===== src/arf_pkg.sv =====
// Constants and the state type for the converter configuration block.
// Assumes the register bus sees one 8-bit location per address.
package arf_pkg;

  // Register addresses
  localparam logic [7:0] ARF_ADDR_CFG = 8'hbc;
  localparam logic [7:0] ARF_ADDR_LOW = 8'hbd;
  localparam logic [7:0] ARF_ADDR_HIGH = 8'hbe;
  localparam logic [7:0] ARF_ADDR_CTL = 8'he8;

  // Field positions in the configuration register
  localparam int ARF_DIV_LSB = 3;
  localparam int ARF_DIV_MSB = 7;
  localparam int ARF_JUST_BIT = 2;
  localparam int ARF_EIGHT_BIT = 1;
  localparam int ARF_GAIN_BIT = 0;

  // Field position in the control register
  localparam int ARF_EN_BIT = 7;

  // Reset values
  localparam logic [7:0] ARF_CFG_RST = 8'hf8;
  localparam logic [7:0] ARF_CTL_RST = 8'h00;
  localparam logic [7:0] ARF_LOW_RST = 8'h00;
  localparam logic [7:0] ARF_HIGH_RST = 8'h00;

  // Widths
  localparam int ARF_DIV_W = 5;
  localparam int ARF_RES_W = 10;

  // All registers of the top module
  typedef struct packed {
    logic [7:0] cfg;
    logic [7:0] ctl;
    logic [7:0] low;
    logic [7:0] high;
    logic [7:0] rdata;
  } arf_state_t;

endpackage


===== src/arf_sar_clkgen.sv =====
// Divides the system clock down to the successive-approximation clock.
// Assumes divider and enable come from registers on the same clock.
`timescale 1ns/1ns
module arf_sar_clkgen #(
  parameter int DIV_W = 5
) (
  // Clock and reset
  input wire logic clk_i,
  input wire logic rst_n_i,
  // Control
  input wire logic enable_i,
  input wire logic [DIV_W-1:0] divider_i,
  // Divided clock
  output logic sar_clk_o
);

  typedef struct packed {
    logic [DIV_W:0] cnt;
    logic clk;
  } arf_div_state_t;

  arf_div_state_t st_r;
  arf_div_state_t st_nxt;
  logic [DIV_W:0] period;
  logic [DIV_W:0] high_len;

  initial begin
    if (DIV_W < 1 || DIV_W > 16) begin
      $error("arf_sar_clkgen: DIV_W out of range");
    end
  end

  // Period is divider plus one; high for the larger half when odd
  assign period = {1'b0, divider_i} + {{DIV_W{1'b0}}, 1'b1};
  assign high_len = (period + {{DIV_W{1'b0}}, 1'b1}) >> 1;

  // clock divide ratio
  // Held low while disabled so the analog core draws no switching power
  always_comb begin
    st_nxt = st_r;
    if (!enable_i) begin
      st_nxt.cnt = '0;
      st_nxt.clk = 1'b0;
    end else begin
      if (st_r.cnt >= {1'b0, divider_i}) begin
        st_nxt.cnt = '0;
      end else begin
        st_nxt.cnt = st_r.cnt + {{DIV_W{1'b0}}, 1'b1};
      end
      st_nxt.clk = (st_nxt.cnt < high_len);
    end
  end

  // State register
  always_ff @(posedge clk_i or negedge rst_n_i) begin
    if (!rst_n_i) begin
      st_r <= '0;
    end else begin
      st_r <= st_nxt;
    end
  end

  assign sar_clk_o = st_r.clk;

  a_div_wrap: assert property (@(posedge clk_i) disable iff (!rst_n_i)
    enable_i && $stable(divider_i) && st_r.cnt == {1'b0, divider_i}
    |=> st_r.cnt == '0)
    else $error("divider counter did not wrap at the programmed value");

endmodule


===== src/arf_result_fmt.sv =====
// Lays a conversion result out across the high and low data bytes.
// Pure combinational; the caller registers both bytes together.
`timescale 1ns/1ns
module arf_result_fmt #(
  parameter int RES_W = 10
) (
  // Result and mode
  input wire logic [RES_W-1:0] result_i,
  input wire logic eight_bit_i,
  input wire logic justify_i,
  // Formatted bytes
  output logic [7:0] high_o,
  output logic [7:0] low_o
);

  initial begin
    if (RES_W != 10) begin
      $error("arf_result_fmt: only a 10-bit result is supported");
    end
  end

  // Eight-bit mode takes the low byte of the result and ignores justify
  always_comb begin
    if (eight_bit_i) begin
      high_o = result_i[7:0];
      low_o = 8'h00;
    end else if (justify_i) begin
      high_o = result_i[9:2];
      low_o = {result_i[1:0], 6'h00};
    end else begin
      high_o = {6'h00, result_i[9:8]};
      low_o = result_i[7:0];
    end
  end

endmodule


===== src/arf_top.sv =====
// Converter configuration and result formatting, seen as special-function
// registers. Assumes the analog core and the register bus share clk_i.
//
// Summary of operation
// - SAR clock period equals divider field plus one system clocks.
// - Divider is a five-bit field in bits 7 to 3 of configuration.
// - Justify bit clear places the result right-justified.
// - Justify bit set places the result left-justified.
// - Justify bit only matters in ten-bit mode.
// - Eight-bit bit clear gives ten-bit results, set gives eight-bit.
// - Gain bit in configuration; clear selects gain one half.
// - Right-justified: high byte zeros above two top result bits.
// - Left-justified: high byte holds eight top result bits.
// - Right-justified: low byte holds eight bottom result bits.
// - Left-justified: low byte holds two bottom bits, rest zero.
// - Eight-bit mode: high byte holds eight bottom result bits.
// - Eight-bit mode: low byte reads zero.
// - Enable clear shuts the converter down, set makes it ready.
`timescale 1ns/1ns
module arf_top
  import arf_pkg::*;
(
  // Clock and reset
  input wire logic clk_i,
  input wire logic rst_n_i,
  // Register access
  input wire logic [7:0] sfr_addr_i,
  input wire logic [7:0] sfr_wdata_i,
  input wire logic sfr_wr_i,
  input wire logic sfr_rd_i,
  output logic [7:0] sfr_rdata_o,
  // Analog core result
  input wire logic conv_done_i,
  input wire logic [ARF_RES_W-1:0] conv_data_i,
  // Analog core control
  output logic converter_enable_o,
  output logic input_gain_select_o,
  output logic eight_bit_mode_enable_o,
  output logic sar_conversion_clock_o
);

  arf_state_t st_r;
  arf_state_t st_nxt;

  logic [7:0] fmt_high;
  logic [7:0] fmt_low;
  logic result_load;
  logic wr_cfg;
  logic wr_ctl;
  logic wr_low;
  logic wr_high;

  // Address decode
  assign wr_cfg = sfr_wr_i && (sfr_addr_i == ARF_ADDR_CFG);
  assign wr_ctl = sfr_wr_i && (sfr_addr_i == ARF_ADDR_CTL);
  assign wr_low = sfr_wr_i && (sfr_addr_i == ARF_ADDR_LOW);
  assign wr_high = sfr_wr_i && (sfr_addr_i == ARF_ADDR_HIGH);

  // results only while enabled
  // A done strobe from a shut-down core is treated as noise
  assign result_load = conv_done_i && st_r.ctl[ARF_EN_BIT];

  // formatter ignores justify in eight-bit mode
  arf_result_fmt #(
    .RES_W(ARF_RES_W)
  ) u_fmt (
    .result_i(conv_data_i),
    .eight_bit_i(st_r.cfg[ARF_EIGHT_BIT]),
    .justify_i(st_r.cfg[ARF_JUST_BIT]),
    .high_o(fmt_high),
    .low_o(fmt_low)
  );

  arf_sar_clkgen #(
    .DIV_W(ARF_DIV_W)
  ) u_clkgen (
    .clk_i(clk_i),
    .rst_n_i(rst_n_i),
    .enable_i(st_r.ctl[ARF_EN_BIT]),
    .divider_i(st_r.cfg[ARF_DIV_MSB:ARF_DIV_LSB]),
    .sar_clk_o(sar_conversion_clock_o)
  );

  // Next-state logic for all registers
  always_comb begin
    st_nxt = st_r;

    // configuration write
    // Divider, justify, mode and gain all live in this one byte
    if (wr_cfg) begin
      st_nxt.cfg = sfr_wdata_i;
    end

    // enable bit write
    // Only the enable bit is kept; the rest of this byte reads zero
    if (wr_ctl) begin
      st_nxt.ctl = sfr_wdata_i & (8'h01 << ARF_EN_BIT);
    end

    if (wr_low) begin
      st_nxt.low = sfr_wdata_i;
    end
    if (wr_high) begin
      st_nxt.high = sfr_wdata_i;
    end

    // both bytes together
    // Placed last so a result landing with a software write wins
    if (result_load) begin
      st_nxt.low = fmt_low;
      st_nxt.high = fmt_high;
    end

    // Read data is captured on the strobe and held until the next one
    if (sfr_rd_i) begin
      unique case (sfr_addr_i)
        ARF_ADDR_CFG: st_nxt.rdata = st_r.cfg;
        ARF_ADDR_CTL: st_nxt.rdata = st_r.ctl;
        ARF_ADDR_LOW: st_nxt.rdata = st_r.low;
        ARF_ADDR_HIGH: st_nxt.rdata = st_r.high;
        default: st_nxt.rdata = 8'h00;
      endcase
    end
  end

  // State register
  always_ff @(posedge clk_i or negedge rst_n_i) begin
    if (!rst_n_i) begin
      st_r.cfg <= ARF_CFG_RST;
      st_r.ctl <= ARF_CTL_RST;
      st_r.low <= ARF_LOW_RST;
      st_r.high <= ARF_HIGH_RST;
      st_r.rdata <= 8'h00;
    end else begin
      st_r <= st_nxt;
    end
  end

  // Outputs straight from registers
  assign sfr_rdata_o = st_r.rdata;
  assign converter_enable_o = st_r.ctl[ARF_EN_BIT];
  // gain select drive
  // Clear selects the half-gain setting of the input amplifier
  assign input_gain_select_o = st_r.cfg[ARF_GAIN_BIT];
  assign eight_bit_mode_enable_o = st_r.cfg[ARF_EIGHT_BIT];

  a_cfg_divider: assert property (@(posedge clk_i) disable iff (!rst_n_i)
    wr_cfg
    |=> st_r.cfg[ARF_DIV_MSB:ARF_DIV_LSB] == $past(sfr_wdata_i[7:3]))
    else $error("divider field not taken from written bits 7 to 3");

  a_right_high: assert property (@(posedge clk_i) disable iff (!rst_n_i)
    result_load && !st_r.cfg[ARF_EIGHT_BIT] && !st_r.cfg[ARF_JUST_BIT]
    |=> st_r.high == {6'h00, $past(conv_data_i[9:8])})
    else $error("right-justified high byte wrong");

  a_right_low: assert property (@(posedge clk_i) disable iff (!rst_n_i)
    result_load && !st_r.cfg[ARF_EIGHT_BIT] && !st_r.cfg[ARF_JUST_BIT]
    |=> st_r.low == $past(conv_data_i[7:0]))
    else $error("right-justified low byte wrong");

  a_left_high: assert property (@(posedge clk_i) disable iff (!rst_n_i)
    result_load && !st_r.cfg[ARF_EIGHT_BIT] && st_r.cfg[ARF_JUST_BIT]
    |=> st_r.high == $past(conv_data_i[9:2]))
    else $error("left-justified high byte wrong");

  a_left_low: assert property (@(posedge clk_i) disable iff (!rst_n_i)
    result_load && !st_r.cfg[ARF_EIGHT_BIT] && st_r.cfg[ARF_JUST_BIT]
    |=> st_r.low == {$past(conv_data_i[1:0]), 6'h00})
    else $error("left-justified low byte wrong");

  a_eight_high: assert property (@(posedge clk_i) disable iff (!rst_n_i)
    result_load && st_r.cfg[ARF_EIGHT_BIT]
    |=> st_r.high == $past(conv_data_i[7:0]))
    else $error("eight-bit high byte wrong");

  a_eight_low: assert property (@(posedge clk_i) disable iff (!rst_n_i)
    result_load && st_r.cfg[ARF_EIGHT_BIT]
    |=> st_r.low == 8'h00)
    else $error("eight-bit low byte not zero");

  a_off_no_clk: assert property (@(posedge clk_i) disable iff (!rst_n_i)
    !converter_enable_o |=> !sar_conversion_clock_o)
    else $error("conversion clock runs while converter is shut down");

  a_off_no_load: assert property (@(posedge clk_i) disable iff (!rst_n_i)
    !converter_enable_o && !sfr_wr_i |=> $stable(st_r.high) && $stable(st_r.low))
    else $error("data bytes changed while converter shut down");

  a_sw_write: assert property (@(posedge clk_i) disable iff (!rst_n_i)
    wr_low && !result_load |=> st_r.low == $past(sfr_wdata_i))
    else $error("software write to low byte lost");

  a_result_wins: assert property (@(posedge clk_i) disable iff (!rst_n_i)
    wr_high && result_load |=> st_r.high == $past(fmt_high))
    else $error("result did not overwrite software write");

  a_mode_out: assert property (@(posedge clk_i) disable iff (!rst_n_i)
    wr_cfg |=> eight_bit_mode_enable_o == $past(sfr_wdata_i[1]))
    else $error("eight-bit mode output does not follow configuration");

endmodule


===== config.mk =====
export PLATFORM = sky130hd
export DESIGN_NAME = arf_top
export DESIGN_NICKNAME = d
export VERILOG_FILES = /design/src/arf_pkg.sv /design/src/arf_sar_clkgen.sv /design/src/arf_result_fmt.sv /design/src/arf_top.sv
export SDC_FILE = /design/constraint.sdc
export NUM_CORES = 1
export LEC_CHECK = 0
export BUFFER_PORTS_ARGS = -buffer_cell sky130_fd_sc_hd__buf_4
export CORE_MARGIN = 8
export CORE_UTILIZATION = 55
export DETAILED_ROUTE_END_ITERATION = 7
export HOLD_SLACK_MARGIN = 0.06
export PLACE_DENSITY = 0.77
export RECOVER_POWER = 50
export SLEW_MARGIN = 30
export SYNTH_ARGS = -nofsm -noshare
export SYNTH_HDL_FRONTEND = slang
export SYNTH_HIERARCHICAL = 1
export SYNTH_SLANG_ARGS = --single-unit

===== constraint.sdc =====
create_clock -name clk_i -period 2.95 [get_ports clk_i]
set_input_delay 0.1475 -clock clk_i [delete_from_list [all_inputs] [get_ports clk_i]]
set_output_delay 0.1475 -clock clk_i [all_outputs]
set_load 0.01 [all_outputs]

==> results.md, run 1 <==
| Quantity | Value | Unit |
|:---|:---|:---|
| Result of the run | finished, violations left | - |
| Violated checks | max-capacitance violations, max-slew violations | - |
| Layout net count | 343 | - |
| Antenna-violating nets left | 0 | - |
| Sequential share of the synthesized area | 38.0 | % |
| CTS H-tree lvls | 2 | - |
| Reg2Reg Capture Point | u_clkgen/sar_clk_o | - |
| Endpoint kind of the worst setup timing path | flop | - |
| Most used DFF post-synth | sky130_fd_sc_hd__dfrtp_1 | - |
| Final weighted congestion of routability-driven global placement | 0.945 | - |
| DRC violation count after routing | 0 | - |
| Post-Route Skew | 6.35 | ps |
| Bufs on Longest Clock Path | 2 | - |
| Proportion of synthesized flip-flops having asynchronous set or reset | 100 | % |
| PD cells | 482 | nW/um2 |
| # Post-CTS Setup Buffers | 0 | - |
| Final hold violation count | 0 | - |
| Half-perimeter wire length of the detailed placement result | 4.78 | mm |
| Core ar. | 4690 | um2 |
| Max frequency | 0.376 | GHz |
| Metal3 WL | 655 | um |
| Hold Path End | st_r[34] | - |
| Most area-hungry cell type in the Yosys netlist | sky130_fd_sc_hd__dfrtp_1 | - |
| TritonCTS buffer count | 5 | - |
| Endpoint required time on the critical path | 3180 | ps |
| Clock sink total | 40 | - |
| Die extent in x | 85.4 | um |
| Mean cell area of the mapped netlist | 9.57 | um2 |
| Count of final max-slew check failures | 41 | - |
| Clk root buf | sky130_fd_sc_hd__clkbuf_8 | - |
| Count of pins on the block boundary | 43 | - |
| Setup slack after layout | 290 | ps |
| Post-synthesis cell count | 277 | - |
| Clock-pin slew on the worst setup and hold paths | 80 | ps |
| First-pass GRT wire length | 11.4 | mm |
| Leakage component of the power | 1.27 | nW |
| Overall Power | 1.42 | mW |
| Tcrit/Tclk final | 90.2 | % |
| Post-detailed-routing wire length | 6.79 | mm |
| Hold-fix buffer count after cts | 1 | - |
| Endpoint arrival time on the critical path | 2890 | ps |
| Number of rows created at floorplan | 25 | - |
| Cell depth of the worst min-delay path | 2 | - |
| Vias in the first global route | 2224 | - |
| Biggest area contributors in the synthesized netlist | sky130_fd_sc_hd__dfrtp_1 33%, sky130_fd_sc_hd__ha_1 5.2%, sky130_fd_sc_hd__dfstp_2 5.0%, sky130_fd_sc_hd__mux2i_1 4.5%, sky130_fd_sc_hd__mux2_4 4.5% | - |
| Setup tns final | 0 | ps |
| 1st-pass router iterations | 5 | - |
| Area fraction of the dominant cell type after synthesis | 33.0 | % |
| Syn-to-layout area delta | 11.0 | % |
| Type of the setup path with the least slack | flop to flop | - |
| Distinct cells, synth | 43 | - |
| Reported max-cap violation count | 1 | - |
| Starting density of the core | 56.5 | % |
| Total number of yosys warnings | 6 | - |
| Share of post-route cells with drive strength above 1 | 22.2 | % |
| Average detailed-routed wire length per instance | 19.1 | um |
| Placement-stage worst setup slack | 390 | ps |
| Worst skew pair latency | 300 | ps |
| Met2 Routed Length | 2.95 | mm |
| DR iter-0 viols | 265 | - |
| Vias after detailed routing | 2264 | - |
| Critical register-to-register path startpoint | st_r[38] | - |
| Die Y-Extent | 85.4 | um |
| Headroom to the max-slew limit | -45.6 | % |
| Pin count of the biggest net entering global routing | 41 | - |
| Setup repair after global routing missed its margin | false | - |
| Slew at the pin with the worst max-slew slack | 2180 | ps |
| Worst Reg2Reg Path Length in Cells | 11 | - |
| Setup slack, reg-to-reg | 290 | ps |
| Launch instance of the worst min-delay path | sfr_wdata_i[2] | - |
| Final setup violation count | 0 | - |
| Path category of the worst min-delay check | input port to flop | - |
| Worst vdd ir | 240 | uV |
| Largest fanout on the critical path | 6 | - |
| Length of routed wiring on met1 | 3.11 | mm |
| Number of synthesized flops with an enable pin | 0 | - |
| Shortest period the worst path allows | 2660 | ps |
| Worst setup SP type | flop | - |
| Post-Synthesis Cell Area | 2650 | um2 |
| Number of antenna violations at the first check in global routing | 0 | - |
| Port Buf Inserts | 42 | - |
| Uppermost layer routed | met4 | - |
| Total of flip-flops plus latches after synthesis | 40 | - |
| Clock tree from TritonCTS | built | - |
| Drt via density | 6.36 | - |
| Post-Synthesis Net Count | 319 | - |
| Overall overflow remaining after global route | 0 | - |
| CTS resizes | 0 | - |
| Global-route total usage across every layer | 19.3 | % |
| DIE AREA | 7300 | um2 |
| Antenna fix cells | 0 | - |
-- metrics by stage --
| stage | cell area [um2] | instances | utilization, % | hold WS [ps] |
|---|---|---|---|---|
| 4_1_cts | 2970 | 356 | 63.3 | 95.9 |
| 5_1_grt | 2940 | 356 | 62.7 | 88.1 |
| 2_1_floorplan | 2650 | 277 | - | -148 |
| 3_3_place_gp | 2870 | 347 | 61.1 | 154 |
| 6_report | 2940 | 356 | 62.7 | 93.8 |
| 3_5_place_dp | 2870 | 347 | 61.1 | 160 |
-- cells in the mapped netlist (7+ instances only) --
| cell type | count |
|---|---|
| sky130_fd_sc_hd__inv_1 | 15 |
| sky130_fd_sc_hd__dfrtp_1 | 35 |
| sky130_fd_sc_hd__nand4_1 | 18 |
| sky130_fd_sc_hd__mux2i_1 | 12 |
| sky130_fd_sc_hd__a31oi_1 | 18 |
| sky130_fd_sc_hd__a2bb2oi_1 | 8 |
| sky130_fd_sc_hd__mux2_4 | 8 |
| sky130_fd_sc_hd__o31ai_1 | 16 |
| sky130_fd_sc_hd__o22ai_1 | 8 |
| sky130_fd_sc_hd__and2_1 | 7 |
| sky130_fd_sc_hd__nand3_1 | 7 |
| sky130_fd_sc_hd__buf_4 | 10 |
| sky130_fd_sc_hd__ha_1 | 11 |
| sky130_fd_sc_hd__clkbuf_1 | 8 |
| sky130_fd_sc_hd__nand2_1 | 10 |
| sky130_fd_sc_hd__nor2_1 | 29 |
-- cells by family (layout without fill, tap and decap cells) --
family          Yosys count  after routing  synth area share (%)
simple gates             88             88                  17.9
compound gates           68             68                  18.5
buf+inv                  44             69                  9.34
flops                    40             40                  38.0
mux                      21             21                  9.49
fa+ha+maj                11             11                  5.19
xor+xnor                  5              5                  1.65
-- cells in the final DEF (no fill, tap or decap), types with 2 or more instances in the layout --
cell type                   instances
sky130_fd_sc_hd__mux2i_1           12
sky130_fd_sc_hd__clkinv_2           2
sky130_fd_sc_hd__o22ai_1            8
sky130_fd_sc_hd__a21oi_1            3
sky130_fd_sc_hd__clkbuf_8           6
sky130_fd_sc_hd__dfrtp_1           35
sky130_fd_sc_hd__nand3_1            7
sky130_fd_sc_hd__o21ai_0            2
sky130_fd_sc_hd__and2_1             7
sky130_fd_sc_hd__a22o_1             3
sky130_fd_sc_hd__o21ai_1            4
sky130_fd_sc_hd__dfstp_2            5
sky130_fd_sc_hd__buf_4             38
sky130_fd_sc_hd__ha_1              11
sky130_fd_sc_hd__inv_1             15
sky130_fd_sc_hd__a31oi_1           18
sky130_fd_sc_hd__a2bb2oi_1          8
sky130_fd_sc_hd__xnor2_1            4
sky130_fd_sc_hd__nand4_1           18
sky130_fd_sc_hd__mux2_4             8
sky130_fd_sc_hd__o31ai_1           16
sky130_fd_sc_hd__nand2b_1           3
sky130_fd_sc_hd__nor2_1            29
sky130_fd_sc_hd__nor3b_1            3
sky130_fd_sc_hd__and3_1             2
sky130_fd_sc_hd__nor2b_1            3
sky130_fd_sc_hd__nand2_1            9
sky130_fd_sc_hd__clkbuf_1           7
-- worst max-delay path by stage --
| stage | from | to | slack, ps |
|---|---|---|---|
| after floorplan | st_r[38] | u_clkgen/sar_clk_o | 620 |
| after global placement | st_r[38] | u_clkgen/sar_clk_o | 540 |
| after detailed placement | st_r[38] | u_clkgen/sar_clk_o | 390 |
| after CTS | st_r[38] | u_clkgen/sar_clk_o | 370 |
| after global routing | st_r[38] | u_clkgen/sar_clk_o | 140 |
| final | st_r[38] | u_clkgen/sar_clk_o | 290 |
-- state kept, by name (all words and copies together), names as in the netlist --
register and cells:
sfr_rdata_o 8, st_r 22, input_gain_select_o 1, u_clkgen/st_r 6
u_clkgen/sar_clk_o 1, converter_enable_o 1, eight_bit_mode_enable_o 1
-- worst max-delay path: stages (launching register included) --
cell and delay [ps]:
sky130_fd_sc_hd__dfstp_2 590, sky130_fd_sc_hd__inv_1 60, sky130_fd_sc_hd__ha_1 290, sky130_fd_sc_hd__a21o_1 200
sky130_fd_sc_hd__a211oi_4 290, sky130_fd_sc_hd__o21ai_2 140, sky130_fd_sc_hd__nor2_1 130, sky130_fd_sc_hd__ha_1 250
sky130_fd_sc_hd__a21oi_1 180, sky130_fd_sc_hd__o22ai_1 90, sky130_fd_sc_hd__nor3b_1 220, sky130_fd_sc_hd__o21a_1 170
-- layer usage --
metal  up-vias  GRT usage, %
met5         -             0
met4         0          5.73
met3        10          5.12
met2       101          27.0
met1      1098          28.0
li1       1055             -
-- report_power, final --
| group | internal [mW] | switching [mW] | total, mW |
|---|---|---|---|
| combinational | 0.162 | 0.162 | 0.324 |
| sequential | 0.647 | 0.0644 | 0.712 |
| clock | 0.187 | 0.196 | 0.382 |
| total | 0.996 | 0.422 | 1.42 |
-- cell type report --
class,instances,area [um2]
Clock inverter,2,10.0
Tap cell,54,67.6
Timing Repair Buffer,46,322
Inverter,15,56.3
Multi-Input combinational cell,193,1400
Fill cell,420,1750
Sequential cell,40,1010
Clock buffer,6,82.6
Note: power is estimated with default switching activity, not from simulation.
==> run 2, diff against run 1 <==
--- a/config.mk
+++ b/config.mk
@@ -7,10 +7,11 @@
 export LEC_CHECK = 0
 export BUFFER_PORTS_ARGS = -buffer_cell sky130_fd_sc_hd__buf_4
 export CORE_MARGIN = 8
-export CORE_UTILIZATION = 55
+export CORE_UTILIZATION = 35
+export CTS_BUF_LIST = sky130_fd_sc_hd__clkbuf_16
 export DETAILED_ROUTE_END_ITERATION = 7
 export HOLD_SLACK_MARGIN = 0.06
-export PLACE_DENSITY = 0.77
+export PLACE_DENSITY = 0.53
 export RECOVER_POWER = 50
 export SLEW_MARGIN = 30
 export SYNTH_ARGS = -nofsm -noshare
==> results.md, run 2 (synthesis results as in run 1) <==
| Quantity | Value | Unit |
|:---|:---|:---|
| Type of the setup path with the least slack | flop to flop | - |
| Clock tree from TritonCTS | built | - |
| Average detailed-routed wire length per instance | 17.5 | um |
| Overall overflow remaining after global route | 0 | - |
| TritonCTS buffer count | 5 | - |
| Number of rows created at floorplan | 31 | - |
| Headroom to the max-slew limit | 32.5 | % |
| Placement-stage worst setup slack | 414 | ps |
| Antenna-violating nets left | 0 | - |
| Worst setup SP type | flop | - |
| # Post-CTS Setup Buffers | 0 | - |
| Filler Cells Inserted | 756 | - |
| Setup slack after layout | 406 | ps |
| Starting density of the core | 36.4 | % |
| Combinational power share | 20.8 | % |
| Largest fanout on the critical path | 6 | - |
| Result of the run | completed | - |
| Count of pins on the block boundary | 43 | - |
| Global-route total usage across every layer | 13.8 | % |
| Final setup violation count | 0 | - |
| Core ar. | 7290 | um2 |
| 1st-pass router iterations | 4 | - |
| Clock sink total | 40 | - |
| Switching Power | 438 | uW |
| CTS H-tree lvls | 2 | - |
| Bufs on Longest Clock Path | 2 | - |
| Syn-to-layout area delta | 15.1 | % |
| Sequential power share | 45.6 | % |
| Share of post-route cells with drive strength above 1 | 22.5 | % |
| Final hold violation count | 0 | - |
| Commonest non-fill, non-tap cells in the layout | 38 x sky130_fd_sc_hd__buf_4, 35 x sky130_fd_sc_hd__dfrtp_1, 29 x sky130_fd_sc_hd__nor2_1, 18 x sky130_fd_sc_hd__nand4_1, 18 x sky130_fd_sc_hd__a31oi_1 | - |
| Pin count of the biggest net entering global routing | 41 | - |
| Drt via density | 5.44 | - |
| Cell area after layout | 3050 | um2 |
| Number of antenna violations at the first check in global routing | 0 | - |
| Final weighted congestion of routability-driven global placement | 0.790 | - |
| Port Buf Inserts | 42 | - |
| First-pass GRT wire length | 11.3 | mm |
| DIE AREA | 10600 | um2 |
| Leading cell type in the layout, fill and taps excluded | sky130_fd_sc_hd__buf_4 | - |
| Clk root buf | sky130_fd_sc_hd__clkbuf_16 | - |
| Worst vdd ir | 202 | uV |
| DR iter-0 viols | 231 | - |
| Clock power frac | 33.6 | % |
| Placement Cell Area | 2920 | um2 |
| Die extent in x | 103 | um |
| Half-perimeter wire length of the detailed placement result | 4.95 | mm |
| Shortest period the worst path allows | 2540 | ps |
| Slew at the pin with the worst max-slew slack | 1010 | ps |
| Cell depth of the worst min-delay path | 2 | - |
| Critical register-to-register path startpoint | st_r[38] | - |
| Worst skew pair latency | 280 | ps |
| Final core utilization | 41.8 | % |
| Setup slack, reg-to-reg | 410 | ps |
| Worst Reg2Reg Path Length in Cells | 11 | - |
| Endpoint arrival time on the critical path | 2760 | ps |
| PD cells | 510 | nW/um2 |
| Post-Route Skew | 6.18 | ps |
| Count of final max-slew check failures | 0 | - |
| Internal power summed over all cells | 1.12 | mW |
| Vias in the first global route | 2151 | - |
| Endpoint kind of the worst setup timing path | flop | - |
| Path category of the worst min-delay check | input port to flop | - |
| Setup repair after global routing missed its margin | false | - |
| Proportion of total power due to net switching | 28.2 | % |
| Vias after detailed routing | 2181 | - |
| Leakage component of the power | 1.30 | nW |
| Antenna fix cells | 0 | - |
| Setup tns final | 0 | ps |
| Clock-pin slew on the worst setup and hold paths | 60 | ps |
| Max frequency | 0.393 | GHz |
| Hold Path End | eight_bit_mode_enable_o | - |
| Reg2Reg Capture Point | u_clkgen/sar_clk_o | - |
| Endpoint required time on the critical path | 3170 | ps |
| Reported max-cap violation count | 0 | - |
| Number of cells in the design after placement | 392 | - |
| Launch instance of the worst min-delay path | sfr_wdata_i[1] | - |
| Final Instance Count excl. Fillers | 401 | - |
| Area taken by flip-flops and latches | 1010 | um2 |
| Die Y-Extent | 103 | um |
| Layout net count | 343 | - |
| Tcrit/Tclk final | 86.2 | % |
| Area occupied by multi-input gates | 1400 | um2 |
| DRC violation count after routing | 0 | - |
| Largest register FFs | 22 | - |
| Biggest register | st_r | - |
| Post-detailed-routing wire length | 7.00 | mm |
==> run 2: cell types whose count changed in the layout (fill, tap and decap cells not counted) <==
cell and delta:
sky130_fd_sc_hd__clkbuf_16 +5, sky130_fd_sc_hd__clkbuf_8 -6, sky130_fd_sc_hd__clkbuf_2 +1, sky130_fd_sc_hd__clkbuf_1 -2
sky130_fd_sc_hd__clkbuf_4 +1, sky130_fd_sc_hd__clkinv_1 +1
==> run 2: worst max-delay path by stage <==
| stage | start | depth (start not counted) | endpoint | slack, ps |
|---|---|---|---|---|
| global route | st_r[38] | 11 | u_clkgen/sar_clk_o | 210 |
| global placement | st_r[38] | 11 | u_clkgen/sar_clk_o | 520 |
| detailed placement | st_r[38] | 11 | u_clkgen/sar_clk_o | 410 |
| finish | st_r[38] | 11 | u_clkgen/sar_clk_o | 410 |
| CTS | st_r[38] | 11 | u_clkgen/sar_clk_o | 400 |
| floorplan | st_r[38] | 11 | u_clkgen/sar_clk_o | 620 |
==> run 2: layout make-up <==
type                       count  share of cell area [%]
tap                           99                    4.06
sequential                    40                    33.0
inverter                      15                    1.85
timing repair buffer          46                    10.7
multi-input combinational    193                    45.8
clock buffer                   5                    4.10
clock inverter                 3                   0.451
==> run 2: power by group through the flow <==
stage / clock [mW] / sequential (mW) / combinational (mW)
2_1_floorplan: 0 / 0.699 / 0.228
3_3_place_gp: 0 / 0.715 / 0.318
3_5_place_dp: 0 / 0.718 / 0.322
4_1_cts: 0.531 / 0.708 / 0.325
5_1_grt: 0.554 / 0.722 / 0.365
6_report: 0.523 / 0.709 / 0.323
==> run 2: per-stage QoR <==
stage,hold slack [ps],power [mW]
global route,113,1.64
CTS,111,1.56
floorplan,-148,0.927
detailed placement,171,1.04
global placement,169,1.03
finish,117,1.56
==> run 2: worst max-delay path: stages (launching register included) <==
cell and delay (ps):
sky130_fd_sc_hd__dfstp_2 580, sky130_fd_sc_hd__inv_1 60, sky130_fd_sc_hd__ha_1 280, sky130_fd_sc_hd__a21o_1 190, sky130_fd_sc_hd__a211oi_4 270, sky130_fd_sc_hd__o21ai_2 130
sky130_fd_sc_hd__nor2_1 130, sky130_fd_sc_hd__ha_1 260, sky130_fd_sc_hd__nand3_1 130, sky130_fd_sc_hd__o22ai_1 110, sky130_fd_sc_hd__nor3b_1 200, sky130_fd_sc_hd__o21a_1 160
==> run 2: what timing repair did <==
action | in CTS | in global routing
gates resized for setup | 0 | 0
hold endpoints to repair | 35 | 0
setup endpoints to repair | 0 | 0
hold buffers | 1 | 0
==> run 2: per-layer routing <==
| layer | vias to the layer above | track usage (%) | wire [um] |
|---|---|---|---|
| li1 | 1055 | - | - |
| met1 | 1051 | 19.6 | 3370 |
| met2 | 68 | 19.9 | 3050 |
| met3 | 7 | 2.84 | 494 |
| met4 | 0 | 5.01 | 92 |
| met5 | - | 0 | 0 |
==> run 3, diff against run 2 <==
--- a/config.mk
+++ b/config.mk
@@ -8,11 +8,12 @@
 export BUFFER_PORTS_ARGS = -buffer_cell sky130_fd_sc_hd__buf_4
 export CORE_MARGIN = 8
 export CORE_UTILIZATION = 35
-export CTS_BUF_LIST = sky130_fd_sc_hd__clkbuf_16
+export CTS_CLUSTER_SIZE = 16
 export DETAILED_ROUTE_END_ITERATION = 7
 export HOLD_SLACK_MARGIN = 0.06
 export PLACE_DENSITY = 0.53
 export RECOVER_POWER = 50
+export SETUP_SLACK_MARGIN = 0.3
 export SLEW_MARGIN = 30
 export SYNTH_ARGS = -nofsm -noshare
 export SYNTH_HDL_FRONTEND = slang
==> results.md, run 3 (synthesis results as in run 1) <==
| Quantity | Value | Unit |
|:---|:---|:---|
| Endpoint kind of the worst setup timing path | flop | - |
| Cell mode on critical path | sky130_fd_sc_hd__ha_1 | - |
| Sequential power share | 49.8 | % |
| Clock-pin slew on the worst setup and hold paths | 80 | ps |
| Global-route total usage across every layer | 13.8 | % |
| Cell area after layout | 3040 | um2 |
| Antenna-violating nets left | 0 | - |
| Count of pins on the block boundary | 43 | - |
| Setup repair after global routing missed its margin | false | - |
| Average detailed-routed wire length per instance | 17.5 | um |
| Uppermost layer routed | met4 | - |
| PD cells | 467 | nW/um2 |
| Bufs on Longest Clock Path | 2 | - |
| Commonest non-fill, non-tap cells in the layout | 41 x sky130_fd_sc_hd__buf_4, 35 x sky130_fd_sc_hd__dfrtp_1, 27 x sky130_fd_sc_hd__nor2_1, 18 x sky130_fd_sc_hd__nand4_1, 18 x sky130_fd_sc_hd__a31oi_1 | - |
| Largest fanout on the critical path | 5 | - |
| Endpoint required time on the critical path | 3190 | ps |
| Final hold violation count | 0 | - |
| DRC violation count after routing | 0 | - |
| Met2 Routed Length | 3.04 | mm |
| Core ar. | 7290 | um2 |
| Share of post-route cells with drive strength above 1 | 24.7 | % |
| Leading cell type in the layout, fill and taps excluded | sky130_fd_sc_hd__buf_4 | - |
| Worst setup SP type | flop | - |
| Number of cells in the design after placement | 392 | - |
| Worst skew pair latency | 300 | ps |
| Clock power frac | 27.0 | % |
| First-pass GRT wire length | 11.3 | mm |
| Switching Power | 421 | uW |
| Post-detailed-routing wire length | 7.04 | mm |
| Filler Cells Inserted | 772 | - |
| Proportion of total power due to net switching | 29.6 | % |
| Endpoint arrival time on the critical path | 2760 | ps |
| Die Y-Extent | 103 | um |
| Chain of cells forming the critical path | inv_1 -> ha_1 -> a21o_1 -> a211oi_4 -> o21ai_4 -> nor2_2 -> ha_1 -> a21oi_1 -> o22ai_1 -> nor3b_1 -> o21a_1 | - |
| 1st-pass router iterations | 4 | - |
| Starting density of the core | 36.4 | % |
| Final setup violation count | 0 | - |
| Internal power summed over all cells | 999 | uW |
| Post-Route Skew | 8.91 | ps |
| Number of rows created at floorplan | 31 | - |
| Result of the run | completed | - |
| Tcrit/Tclk final | 85.5 | % |
| Length of routed wiring on met1 | 3.37 | mm |
| Clock sink total | 40 | - |
| Count of final max-slew check failures | 0 | - |
| Headroom to the max-slew limit | 32.9 | % |
| Path category of the worst min-delay check | input port to flop | - |
| Largest register FFs | 22 | - |
| Biggest register | st_r | - |
| Type of the setup path with the least slack | flop to flop | - |
| Final Instance Count excl. Fillers | 403 | - |
| Reported max-cap violation count | 0 | - |
| Half-perimeter wire length of the detailed placement result | 4.95 | mm |
| CTS H-tree lvls | 2 | - |
| Vias in the first global route | 2152 | - |
| DIE AREA | 10600 | um2 |
| TritonCTS buffer count | 5 | - |
| Syn-to-layout area delta | 14.7 | % |
| Number of antenna violations at the first check in global routing | 0 | - |
| Die extent in x | 103 | um |
| Antenna fix cells | 0 | - |
| Layout net count | 345 | - |
| Pin count of the biggest net entering global routing | 41 | - |
| Port Buf Inserts | 42 | - |
| Worst vdd ir | 161 | uV |
| Leakage component of the power | 1.30 | nW |
| Critical Path Slowest Stage Cell | sky130_fd_sc_hd__dfstp_2 | - |
| Vias after detailed routing | 2187 | - |
| Clock tree from TritonCTS | built | - |
| Slew at the pin with the worst max-slew slack | 1010 | ps |
| Overall overflow remaining after global route | 0 | - |
| Metal3 WL | 533 | um |
| Final weighted congestion of routability-driven global placement | 0.790 | - |
| Critical path's largest stage delay | 570 | ps |
| Max frequency | 0.397 | GHz |
| Clk root buf | sky130_fd_sc_hd__clkbuf_8 | - |
| DR iter-0 viols | 248 | - |
| Setup tns final | 0 | ps |
| Drt via density | 5.43 | - |
| Placement Cell Area | 2920 | um2 |
| Combinational power share | 23.2 | % |
| Shortest period the worst path allows | 2520 | ps |
[run 3: cell count changes in the layout (fill, tap and decap cells not counted), sizes merged]
cell and delta:
buf +3, clkinv -1
[run 3: metal layers]
| metal | vias up | global-route usage (%) |
|---|---|---|
| met5 | - | 0 |
| met4 | 0 | 5.01 |
| met3 | 8 | 2.84 |
| met2 | 78 | 19.8 |
| met1 | 1044 | 19.6 |
| li1 | 1057 | - |
[run 3: critical path: cells and delay by family (launching register included)]
kind	cells	cell delay, ps
adder cells (fa/ha/maj)	2	530
AND/OR/NAND/NOR	2	340
buffers and inverters	1	50
flip-flops	1	570
AO/OA/AOI/OAI	6	980
[run 3: worst paths after layout]
path	start	endpoint	slack (ps)	cells past startpoint
max	st_r[38]	u_clkgen/sar_clk_o	430	11
min	sfr_wdata_i[1]	eight_bit_mode_enable_o	100	2
max reg2reg	st_r[38]	u_clkgen/sar_clk_o	430	11
min reg2reg	u_clkgen/st_r[1]	u_clkgen/st_r[1]	530	1
max in group asynchronous	rst_n_i	sfr_rdata_o[6]	1770	2
min in group asynchronous	rst_n_i	u_clkgen/st_r[4]	550	2
[run 3: metrics by stage]
step	total power, mW	hold WS (ps)	setup slack (ps)	utilization (%)
6_report	1.42	98.0	429	41.7
5_1_grt	1.51	88.5	288	41.7
4_1_cts	1.42	90.9	400	41.5
3_5_place_dp	1.04	171	414	40.1
3_3_place_gp	1.03	169	519	40.1
2_1_floorplan	0.927	-148	619	-
[run 3: final cells by class]
| class | count | area (um2) | area share (%) |
|---|---|---|---|
| Clock buffer | 6 | 82.6 | 2.71 |
| Clock inverter | 2 | 10.0 | 0.329 |
| Inverter | 15 | 56.3 | 1.85 |
| Multi-Input combinational cell | 193 | 1420 | 46.7 |
| Sequential cell | 40 | 1010 | 33.1 |
| Tap cell | 99 | 124 | 4.07 |
| Timing Repair Buffer | 48 | 342 | 11.2 |
[run 3: what timing repair did]
item	CTS	global route
hold buffers	1	0
setup buffers	0	2
resized for setup	0	5
hold endpoints to repair	35	0
setup endpoints to repair	0	1
[run 3: power groups by stage]
stage          combinational (mW)  sequential (mW)  clock [mW]
3_3_place_gp                0.318            0.715           0
4_1_cts                     0.325            0.707       0.393
5_1_grt                     0.371            0.721       0.416
6_report                    0.329            0.707       0.384
2_1_floorplan               0.228            0.699           0
3_5_place_dp                0.322            0.718           0
